File: src/verilog/asp_regs.svh
// Purpose: register offsets, field positions and constants of the serial port
// Assumes: byte offsets on the register port
// Notes: definitions only
`ifndef ASP_REGS_SVH
`define ASP_REGS_SVH
`define ASP_ADDR_W 8
`define ASP_OFS_CTRL 8'h80
`define ASP_OFS_STAT 8'h82
`define ASP_OFS_TXD 8'h84
`define ASP_OFS_RXD 8'h86
`define ASP_OFS_DIV 8'h88
`define ASP_CTRL_RST 16'h0000
`define ASP_DIV_RST 16'h0000
`define ASP_CTRL_MASK 16'h0FFF
`define ASP_B_TX_READY_IRQ_EN 11
`define ASP_B_RX_READY_IRQ_EN 10
`define ASP_B_LOOP 9
`define ASP_B_BRK 8
`define ASP_B_BRKLVL 7
`define ASP_B_PEN 6
`define ASP_B_PEVEN 5
`define ASP_B_W8 4
`define ASP_B_STP2 3
`define ASP_B_TXEN 2
`define ASP_B_RX_STATUS_IRQ_EN 1
`define ASP_B_RXEN 0
`define ASP_S_SHEMPTY 6
`define ASP_S_HOLDEMPTY 5
`define ASP_S_RXVALID 4
`define ASP_S_BREAK 3
`define ASP_S_FRAME 2
`define ASP_S_PARITY 1
`define ASP_S_OVERRUN 0
`define ASP_OVS_LAST 4'hF
`define ASP_OVS_MID 4'h7
`endif

File: src/verilog/asp_pkg.sv
// Purpose: types of the serial port
// Assumes: asp_regs.svh holds all numbers
// Notes: none
package asp_pkg;
  typedef enum logic [1:0] {
    ASP_IDLE = 2'h0,
    ASP_START = 2'h1,
    ASP_BITS = 2'h3,
    ASP_STOP = 2'h2
  } asp_state_t;
  typedef struct packed {
    logic [15:0] addr_unused;
  } asp_pad_t;
  typedef struct packed {
    logic [7:0] addr;
    logic [15:0] wdata;
    logic wr;
    logic rd;
  } asp_req_t;
endpackage

File: src/verilog/asp_top.sv
// Purpose: full-duplex asynchronous serial port with register port
// Assumes: SYS_CLK 10 MHz, RST synchronous active high
// Notes: frame bits are 16 ticks of the divided rate; divisor 0 stops the tick
`timescale 1ns/1ps
`include "asp_regs.svh"

// Functional notes
// - separate transmit and receive lines run together, no handshake lines
// - bit rate is clock divided by sixteen times the divisor register
// - transmit-ready enable raises interrupt while holding register empty
// - receive-ready enable raises interrupt while received data valid
// - loopback feeds transmit into receiver and holds transmit line high
// - break plus data write sends one frame of break_level on transmit line
// - parity select: 0x none, 10 odd, 11 even; generated and checked
// - word length select: 1 gives eight data bits, 0 gives seven
// - stop count select: 1 gives two stop bits, 0 gives one
// - transmit section starts a frame only while transmit enable is set
// - receive section runs only while receive enable is set
// - receive status enable lets receive errors and break interrupt
// - shifter empty flag set while transmit shift register holds nothing
// - holding empty set when free, cleared at transmit data write
// - receive valid set on new byte, cleared by receive data read
// - break seen set on received break, held until software clears it
// - framing error set on bad stop bit, held until software clears it
// - parity error set on parity mismatch, held until software clears it
// - overrun error set on overrun, held until software clears it
module asp_top
  import asp_pkg::*;
(
  // clock and reset
  input wire logic SYS_CLK,
  input wire logic RST,
  // register port
  input wire logic [7:0] ADDR,
  input wire logic [15:0] WDATA,
  input wire logic WR,
  input wire logic RD,
  output logic [15:0] RDATA,
  // serial link
  input wire logic RXD,
  output logic TXD,
  // interrupt request
  output logic IRQ
);

  asp_req_t req;
  assign req = '{addr: ADDR, wdata: WDATA, wr: WR, rd: RD};

  // ------------------------------------------------------------
  // register decode
  // ------------------------------------------------------------
  logic [15:0] ctrl;
  logic [15:0] divisor;
  logic [15:0] status;
  logic [7:0] rx_buf;
  logic hold_full, shift_busy, rx_valid;
  logic break_seen, framing_err, parity_err, overrun_err;

  wire wr_ctrl = req.wr && (req.addr == `ASP_OFS_CTRL);
  wire wr_stat = req.wr && (req.addr == `ASP_OFS_STAT);
  wire wr_txd = req.wr && (req.addr == `ASP_OFS_TXD);
  wire wr_div = req.wr && (req.addr == `ASP_OFS_DIV);
  wire rd_rxd = req.rd && (req.addr == `ASP_OFS_RXD);

  wire pen = ctrl[`ASP_B_PEN];
  wire peven = ctrl[`ASP_B_PEVEN];
  wire w8 = ctrl[`ASP_B_W8];
  wire stp2 = ctrl[`ASP_B_STP2];
  wire txen = ctrl[`ASP_B_TXEN];
  wire rxen = ctrl[`ASP_B_RXEN];
  wire loop_sel = ctrl[`ASP_B_LOOP];

  assign status = {9'h000, ~shift_busy, ~hold_full, rx_valid,
                   break_seen, framing_err, parity_err, overrun_err};

  logic [15:0] next_rdata;
  always_comb begin
    case (req.addr)
      `ASP_OFS_CTRL: next_rdata = ctrl;
      `ASP_OFS_STAT: next_rdata = status;
      `ASP_OFS_RXD: next_rdata = {8'h00, rx_buf};
      `ASP_OFS_DIV: next_rdata = divisor;
      default: next_rdata = 16'h0000;
    endcase
  end

  always_ff @(posedge SYS_CLK) begin
    if (RST) begin
      ctrl <= `ASP_CTRL_RST;
      divisor <= `ASP_DIV_RST;
      RDATA <= 16'h0000;
    end else begin
      if (wr_ctrl)
        ctrl <= req.wdata & `ASP_CTRL_MASK;
      if (wr_div)
        divisor <= req.wdata;
      RDATA <= req.rd ? next_rdata : 16'h0000;
    end
  end

  // ------------------------------------------------------------
  // baud tick: one pulse per sixteenth of a bit
  // ------------------------------------------------------------
  logic [15:0] div_cnt;
  logic tick;
  always_ff @(posedge SYS_CLK) begin
    if (RST) begin
      div_cnt <= 16'h0000;
      tick <= 1'b0;
    end else if (divisor == 16'h0000) begin
      div_cnt <= 16'h0000;
      tick <= 1'b0;
    end else if (div_cnt >= divisor - 16'h0001) begin
      div_cnt <= 16'h0000;
      tick <= 1'b1;
    end else begin
      div_cnt <= div_cnt + 16'h0001;
      tick <= 1'b0;
    end
  end

  // start plus data bits plus parity plus stops; parity over the data bits
  function automatic logic par_bit(input logic [7:0] d, input logic eight, input logic even);
    logic p;
    p = ^(eight ? d : {1'b0, d[6:0]});
    par_bit = even ? p : ~p;
  endfunction

  // ------------------------------------------------------------
  // transmitter
  // ------------------------------------------------------------
  asp_state_t tx_state;
  logic [7:0] hold_reg;
  logic hold_brk;
  logic [10:0] tx_shift;
  logic [3:0] tx_bits, tx_ovs;
  logic tx_is_brk, tx_line;

  wire tx_load = txen && hold_full && !shift_busy;
  wire [3:0] tx_len = 4'h1 + (w8 ? 4'h8 : 4'h7) + {3'h0, pen} + (stp2 ? 4'h2 : 4'h1);
  wire tx_par = par_bit(hold_reg, w8, peven);
  logic [10:0] tx_frame;
  always_comb begin
    tx_frame = 11'h7FF;
    tx_frame[0] = 1'b0;
    if (w8) begin
      tx_frame[8:1] = hold_reg;
      if (pen) tx_frame[9] = tx_par;
    end else begin
      tx_frame[7:1] = hold_reg[6:0];
      if (pen) tx_frame[8] = tx_par;
    end
  end

  always_ff @(posedge SYS_CLK) begin
    if (RST) begin
      tx_state <= ASP_IDLE;
      hold_full <= 1'b0;
      hold_reg <= 8'h00;
      hold_brk <= 1'b0;
      shift_busy <= 1'b0;
      tx_shift <= 11'h7FF;
      tx_bits <= 4'h0;
      tx_ovs <= 4'h0;
      tx_is_brk <= 1'b0;
      tx_line <= 1'b1;
    end else begin
      if (wr_txd) begin
        hold_reg <= req.wdata[7:0];
        hold_brk <= ctrl[`ASP_B_BRK];
        hold_full <= 1'b1;
      end else if (tx_load)
        hold_full <= 1'b0;
      case (tx_state)
        ASP_IDLE: begin
          tx_line <= 1'b1;
          if (tx_load) begin
            shift_busy <= 1'b1;
            tx_shift <= tx_frame;
            tx_is_brk <= hold_brk;
            tx_bits <= tx_len;
            tx_ovs <= 4'h0;
            tx_state <= ASP_BITS;
          end
        end
        ASP_BITS: begin
          tx_line <= tx_is_brk ? ctrl[`ASP_B_BRKLVL] : tx_shift[0];
          if (tick) begin
            tx_ovs <= tx_ovs + 4'h1;
            if (tx_ovs == `ASP_OVS_LAST) begin
              tx_shift <= {1'b1, tx_shift[10:1]};
              tx_bits <= tx_bits - 4'h1;
              // the last bit keeps its full length; idle drives the line high next
              if (tx_bits == 4'h1) begin
                tx_state <= ASP_IDLE;
                shift_busy <= 1'b0;
              end
            end
          end
        end
        default: tx_state <= ASP_IDLE;
      endcase
    end
  end

  // ------------------------------------------------------------
  // receiver input: three flops, change taken once two agree
  // ------------------------------------------------------------
  logic rx_s1, rx_s2, rx_s3, rx_in;
  always_ff @(posedge SYS_CLK) begin
    if (RST) begin
      rx_s1 <= 1'b1;
      rx_s2 <= 1'b1;
      rx_s3 <= 1'b1;
      rx_in <= 1'b1;
    end else begin
      rx_s1 <= RXD;
      rx_s2 <= rx_s1;
      rx_s3 <= rx_s2;
      if (rx_s2 == rx_s3)
        rx_in <= rx_s3;
    end
  end
  wire rx_line = loop_sel ? tx_line : rx_in;

  // ------------------------------------------------------------
  // receiver
  // ------------------------------------------------------------
  asp_state_t rx_state;
  logic [9:0] rx_shift;
  logic [3:0] rx_bits, rx_ovs;
  logic rx_nonzero;
  // a low stop must go high again before a new start is taken
  logic rx_wait_hi;
  wire [3:0] rx_len = (w8 ? 4'h8 : 4'h7) + {3'h0, pen};
  wire mid = tick && (rx_ovs == `ASP_OVS_MID);
  // data and parity sit at the top of rx_shift once all bits are in
  wire [9:0] rx_al = w8 ? (pen ? {1'b0, rx_shift[9:1]} : {2'b00, rx_shift[9:2]})
                        : (pen ? {2'b00, rx_shift[9:2]} : {3'b000, rx_shift[9:3]});
  wire [7:0] rx_data = w8 ? rx_al[7:0] : {1'b0, rx_al[6:0]};
  wire rx_pbit = w8 ? rx_al[8] : rx_al[7];
  wire rx_done = (rx_state == ASP_STOP) && mid;
  wire got_brk = rx_done && !rx_line && !rx_nonzero;
  wire got_fer = rx_done && !rx_line && rx_nonzero;
  wire got_per = rx_done && pen && (rx_pbit != par_bit(rx_data, w8, peven));
  wire got_chr = rx_done && !got_brk;

  always_ff @(posedge SYS_CLK) begin
    if (RST || !rxen) begin
      rx_state <= ASP_IDLE;
      rx_shift <= 10'h000;
      rx_bits <= 4'h0;
      rx_ovs <= 4'h0;
      rx_nonzero <= 1'b0;
      rx_wait_hi <= 1'b0;
    end else begin
      if (tick)
        rx_ovs <= rx_ovs + 4'h1;
      if (rx_line)
        rx_wait_hi <= 1'b0;
      else if (rx_done)
        rx_wait_hi <= 1'b1;
      case (rx_state)
        ASP_IDLE: begin
          rx_ovs <= 4'h0;
          rx_nonzero <= 1'b0;
          if (!rx_line && !rx_wait_hi)
            rx_state <= ASP_START;
        end
        ASP_START: if (mid) begin
          if (rx_line)
            rx_state <= ASP_IDLE;
          else begin
            rx_bits <= rx_len;
            rx_state <= ASP_BITS;
          end
        end
        ASP_BITS: if (mid) begin
          rx_shift <= {rx_line, rx_shift[9:1]};
          rx_nonzero <= rx_nonzero | rx_line;
          rx_bits <= rx_bits - 4'h1;
          if (rx_bits == 4'h1)
            rx_state <= ASP_STOP;
        end
        ASP_STOP: if (mid) rx_state <= ASP_IDLE;
        default: rx_state <= ASP_IDLE;
      endcase
    end
  end

  // ------------------------------------------------------------
  // receive buffer and sticky flags; the set wins over the clear
  // ------------------------------------------------------------
  wire [15:0] clr = wr_stat ? ~req.wdata : 16'h0000;
  always_ff @(posedge SYS_CLK) begin
    if (RST) begin
      rx_buf <= 8'h00;
      rx_valid <= 1'b0;
      break_seen <= 1'b0;
      framing_err <= 1'b0;
      parity_err <= 1'b0;
      overrun_err <= 1'b0;
    end else begin
      if (got_chr && !rx_valid)
        rx_buf <= rx_data;
      if (got_chr)
        rx_valid <= 1'b1;
      else if (rd_rxd)
        rx_valid <= 1'b0;
      break_seen <= got_brk | (break_seen & ~clr[`ASP_S_BREAK]);
      framing_err <= got_fer | (framing_err & ~clr[`ASP_S_FRAME]);
      parity_err <= got_per | (parity_err & ~clr[`ASP_S_PARITY]);
      overrun_err <= (got_chr & rx_valid & ~rd_rxd)
                     | (overrun_err & ~clr[`ASP_S_OVERRUN]);
    end
  end

  // ------------------------------------------------------------
  // pins and interrupt
  // ------------------------------------------------------------
  wire rs_irq = ctrl[`ASP_B_RX_STATUS_IRQ_EN] & (break_seen | framing_err | parity_err | overrun_err);
  always_ff @(posedge SYS_CLK) begin
    if (RST) begin
      TXD <= 1'b1;
      IRQ <= 1'b0;
    end else begin
      TXD <= loop_sel ? 1'b1 : tx_line;
      IRQ <= (ctrl[`ASP_B_TX_READY_IRQ_EN] & ~hold_full)
             | (ctrl[`ASP_B_RX_READY_IRQ_EN] & rx_valid)
             | rs_irq;
    end
  end

endmodule
File: config.mk
export PLATFORM = sky130hd
export DESIGN_NAME = asp_top
export DESIGN_NICKNAME = d
export VERILOG_FILES = /design/src/verilog/asp_pkg.sv /design/src/verilog/asp_top.sv
export VERILOG_INCLUDE_DIRS = /design/src /design/src/verilog
export SDC_FILE = /design/constraint.sdc
export NUM_CORES = 1
export LEC_CHECK = 0
export BUFFER_PORTS_ARGS = -buffer_cell sky130_fd_sc_hd__buf_2
export CORE_ASPECT_RATIO = 1.75
export CORE_MARGIN = 2
export CORE_UTILIZATION = 60
export CTS_BUF_LIST = sky130_fd_sc_hd__clkbuf_16
export CTS_CLUSTER_DIAMETER = 80
export DETAILED_ROUTE_END_ITERATION = 8
export HOLD_SLACK_MARGIN = 0.08
export PLACE_DENSITY = 0.8
export SKIP_CTS_REPAIR_TIMING = 1
export SLEW_MARGIN = 10
export SYNTH_ARGS = -nofsm -noshare
export SYNTH_HDL_FRONTEND = slang
export SYNTH_SLANG_ARGS = --single-unit
File: constraint.sdc
create_clock -name SYS_CLK -period 4.02 [get_ports SYS_CLK]
set_input_delay 0.201 -clock SYS_CLK [delete_from_list [all_inputs] [get_ports SYS_CLK]]
set_output_delay 0.201 -clock SYS_CLK [all_outputs]
set_load 0.05 [all_outputs]
After elaboration in Yosys (flattened, before gate mapping)

Cells that the tools add are included.

Output and inout bits: 18
Input bits: 29
Logic and storage cells: 207
Flip-flop bits (word level): 136

Equality and inequality tests: 25
Magnitude comparators: 1
Multiplexer cells: 58
Bitwise gates (word level): 30
$add $sub $neg: 10
Reduce and logical (&&, ||, !) cells: 50

Operators with widths:

| operator                                            | number |
|---|---|
| one-hot mux 16 bit (4 select lines)                 | 1 |
| == test 8 bit (second input constant)               | 5 |
| two-way mux 4 bit                                   | 10 |
| two-way mux 8 bit                                   | 5 |
| two-way mux 11 bit                                  | 3 |
| one-hot mux 4 bit (2 select lines)                  | 3 |
| two-way mux 2 bit                                   | 11 |
| one-hot mux 11 bit (2 select lines)                 | 1 |
| inequality test 2 bit (second input constant)       | 10 |
| two-way mux 9 bit                                   | 2 |
| logical AND 1 bit                                   | 17 |
| two-way mux 1 bit                                   | 17 |
| adder 16 x 1 -> 16 bit (second input constant)      | 1 |
| >= comparator 16 bit                                | 1 |
| zero test 16 bit                                    | 1 |
| XOR reduction 8 bit                                 | 2 |
| subtractor 16 x 1 -> 16 bit (second input constant) | 1 |
| AND reduction 4 bit                                 | 3 |
| NOT 1 bit                                           | 10 |
| OR 1 bit                                            | 10 |
| AND reduction 5 bit                                 | 2 |
| nonzero test 2 bit                                  | 5 |
| OR reduction 2 bit                                  | 5 |
| AND 1 bit                                           | 9 |
| 22 further kinds                                    | 39 |

Depth between registers and ports, before layout

Depth in word-level cells: 10
Mapped depth: 14
Gate-level depth less buffers: 13

Worst setup path before layout

OpenSTA, ideal clock, no wires.

Kind: register to register
Start point: reg divisor[0]
End point: reg div_cnt[10]
Setup slack: 0.950 ns
Clock period less this slack: 3.070 ns
Stages on the path, launching flop included: 15
Data required time: 3.956 ns
Arrival time: 3.007 ns
Buffers on the path: 1
Library setup time: 0.064 ns
Path through: dfxtp_1 -> nor3_1 -> nand2b_1 -> or3_1 -> nor3_1 -> nand2_1 -> xor2_1 -> ha_1 -> a21o_1 -> a21o_2 -> a221o_1 -> a211oi_2 -> o21ai_2 -> buf_6 -> nor2_1

Word-level cells in the longest chain between the ends: 3
Elaborated cells between the ends (all ways): 4
Those cells by class: 1 x add/sub; 1 x order compare; 2 x reduce/logical

Ends and longest elaborated chain:

| element                          | RTL line       | source |
|---|---|---|
| start: declaration               | asp_top.sv:53  | `logic [15:0] divisor;` |
| start signal: assignment         | asp_top.sv:90  | `` divisor <= `ASP_DIV_RST; `` |
| start signal: assignment         | asp_top.sv:96  | `divisor <= req.wdata;` |
| subtractor 16 x 1 -> 16 bit      | asp_top.sv:113 | `end else if (div_cnt >= divisor - 16'h0001) begin` |
| >= comparator 16 bit             | asp_top.sv:113 |  |
| OR reduction 3 bit (no line) (*) | --             |  |
| end signal: assignment           | asp_top.sv:117 | `div_cnt <= div_cnt + 16'h0001;` |
| end: declaration                 | asp_top.sv:104 | `logic [15:0] div_cnt;` |

Mark *: on every way between the ends. The rest lies on a longest branch, timed or not.
A chain may end at the register's enable or synchronous reset.

Final worst setup path

Start point: reg divisor[0]
End point: reg div_cnt[7]

The elaborated chain is that of the path after synthesis.

==> impl_metrics.toml <==
[timing]
hold_viol_final = 0
relSlewSlack_pct = 34.1
rsz0062_at_grt = "false"
fin_tns_setup_ns = 0
fin_crit_sh_pct = 86.4
drv_slew = 0
fin_ws_ns = 0.545
fin_crit_ns = 3.47
max_freq_mhz = 288
finClkSkew_ns = 0.00867
setup_violations = 0
worst_pin_slew_ns = 0.986

[clock_tree]
clkLatencyLatePin_ns = 0.42
cts.reportedPaths.clkPinSlew_ns = 0.06
cts_buffers = 17
cts_tree = "done"
cts.sinks = 133
cts_root_buffer = "clkbuf_16"
cts_max_level = 4
clockBufferDepth = 2

[cells_and_area]
final_common_cell = "dfxtp_1"
area_growth_pct = 15.7
final_cell_mix = "dfxtp_1 (133), nand2_1 (101), nor2_1 (78)"
fill_cells = 822
nets = 869
layout-drive-gt1-share_pct = 13.5
largestRegisters = "RDATA (16), div_cnt (16), divisor (16)"
diodes = 0

[setup_path]
crit_family = "simple AND/OR/NAND/NOR gates"
crit_arrival_ns = 3.82
cp.depth = 13
cp_common_cell = "nor3_1"
r2r_slack_ns = 0.55
worstSetupPathType = "flop to flop"
ff2ff_path_depth = 13
crit_path_start_kind = "flop"
crit_fanout = 16
timing.rr.start = "divisor[0]"
path_cells = "nor3_1, nand2b_1, or3_1, nor3_1, nand2_1, xor2_1, ha_1, a21o_1, a21o_2, a221o_1, a211oi_2, o21ai_2, nor2_1"
worst-path-buf-inv = 0
slowest_delay_ns = 0.36
cp-end-kind = "flop"
cp-startpoint = "divisor[0]"
required_ns = 4.37
slowest_stage = "or3_1"
r2r_end = "div_cnt[7]"
setup.worst_path.end = "div_cnt[7]"

[yosys]
synth_cells = 763
ys.warnings.count = 0
async_reset_ff_share_pct = 0
netlist_area_um2 = 6630
ys_ff_latch = 133
synth-edff-count = 0
synthDistinctLibCells = 67
synth_ff_type = "dfxtp_1"
synth_nets = 824
ys_seq_area_share_pct = 40.2
post_synth.cell_area_avg_um2 = 8.68

[global_route]
grt_usage_pct = 28.1
first_global_vias = 5619
grt_pass1_wl_mm = 26.4
grt_overflow_total = 0
grt_max_degree = 58
antenna_found_initial = 0

[floorplan]
rows = 50
initial_core_util_pct = 61.6
dieArea_um2 = 11900
io_pins = 47
fp.dieW_um = 83.4
core_um2 = 10800
dieHeight_um = 143

[route]
route.detailed.drc = 0
wirelength_mm = 16.6
drt-pass1-iter-count = 5
avgRoutedWirePerCell_um = 17.4
vias = 5689
first_iter_violations = 456
vias_per_cell = 5.98
postRouteAntennaNets = 0

[flow_run]
maxCapViolations = 0

[hold_path]
hold_path.class = "input pin to flop"

[pwr]
power_density_nw_per_um2 = 403
ir_worst_vdd_uv = 320
p_leak_nw = 3.10

[place]
io_buffers = 46
preCtsSetupSlack_ns = 0.566
finalWeightedCongestion = 0.982
place_hpwl_mm = 11.8

[status]
outcome = "finished, final reports clean"
==> metrics by stage <==
| stage | hold WS [ns] | area (um^2) | std cells | util, % | total power [W] |
|---|---|---|---|---|---|
| 6_report | 0.0939 | 7660 | 951 | 71.2 | 0.00309 |
| 5_1_grt | 0.0864 | 7660 | 951 | 71.2 | 0.00316 |
| 4_1_cts | -0.0440 | 7530 | 938 | 70.0 | 0.00308 |
| 3_5_place_dp | 0.391 | 6880 | 906 | 63.9 | 0.00141 |
| 3_3_place_gp | 0.390 | 6880 | 906 | 63.9 | 0.00141 |
| 2_1_floorplan | 0.305 | 6630 | 763 | - | 0.00138 |
==> report_power, final <==
group | switching (W) | leakage (nW) | internal (W)
Clock | 0.000591 | 0.312 | 0.00110
Combinational | 0.0000401 | 1.71 | 0.0000295
Sequential | 0.00000124 | 1.07 | 0.00132
==> final cells by class <==
cell class / instances / area (um^2) / area share (%)
flip-flops and latches: 133 / 2660 / 34.7
multi-input cells: 570 / 3700 / 48.3
clock inverters: 15 / 226 / 2.96
repair buffers: 66 / 413 / 5.39
well taps: 130 / 163 / 2.12
inverters: 20 / 75.1 / 0.980
clock buffers: 17 / 425 / 5.55
==> layer usage <==
metal  track usage [%]  part of all wire, %  vias up
met2              50.8                   53      204
met1              26.6                   35     2670
met4              23.8                  8.4        0
li1                  -                    -     2729
met3              6.30                  4.1       86
met5                 0                    0        -
==> synthesized netlist by cell type, drive strengths merged, types with 2 or more instances <==
master,n,area [um^2]
ha,31,388
nand4,8,50.1
a211oi,5,42.5
nor3,11,55.1
mux2,6,67.6
and3,3,20.0
a22o,8,71.3
nor2b,4,25.0
xnor3,2,45.0
clkbuf,25,96.3
nor4,4,31.3
or3,5,31.3
nand3b,5,37.5
o211ai,3,22.5
dfxtp,133,2660
xnor2,24,210
o21bai,2,15.0
nand3,19,95.1
a21o,10,78.8
nor2,78,293
and2b,2,17.5
or2,5,31.3
nor4b,3,62.6
xor2,24,210
o21ai,37,189
nand2b,14,87.6
a22oi,14,105
a32oi,2,17.5
nand2,101,379
buf,15,93.8
a21oi,69,345
inv,20,75.1
and2,7,43.8
mux2i,44,440
==> worst min-delay path, stage by stage <==
cell     delay (ns)
buf_2          0.15
nand2_1        0.07
a21oi_1        0.05
==> cell families (layout without fill, tap and decap cells) <==
logic type / Yosys count / in the layout / share of synthesized area [%]
AO/OA/AOI/OAI: 161 / 161 / 14.8
XOR/XNOR: 50 / 50 / 7.03
buffers and inverters: 60 / 118 / 4.00
multiplexers: 50 / 50 / 7.67
adder cells (fa/ha/maj): 32 / 32 / 6.16
AND/OR/NAND/NOR: 277 / 277 / 20.2
flip-flops: 133 / 133 / 40.2
==> worst min path at each step <==
stage | start | endpoint | slack (ns) | depth (start not counted)
floorplan | RXD | rx_s1 | 0.30 | 1
global placement | RXD | rx_s1 | 0.39 | 2
detailed placement | RXD | rx_s1 | 0.39 | 2
CTS | RXD | rx_s1 | -0.04 | 2
global route | WDATA[1] | divisor[1] | 0.09 | 3
finish | WDATA[2] | divisor[2] | 0.09 | 3
(Power assumes the default switching activity.)
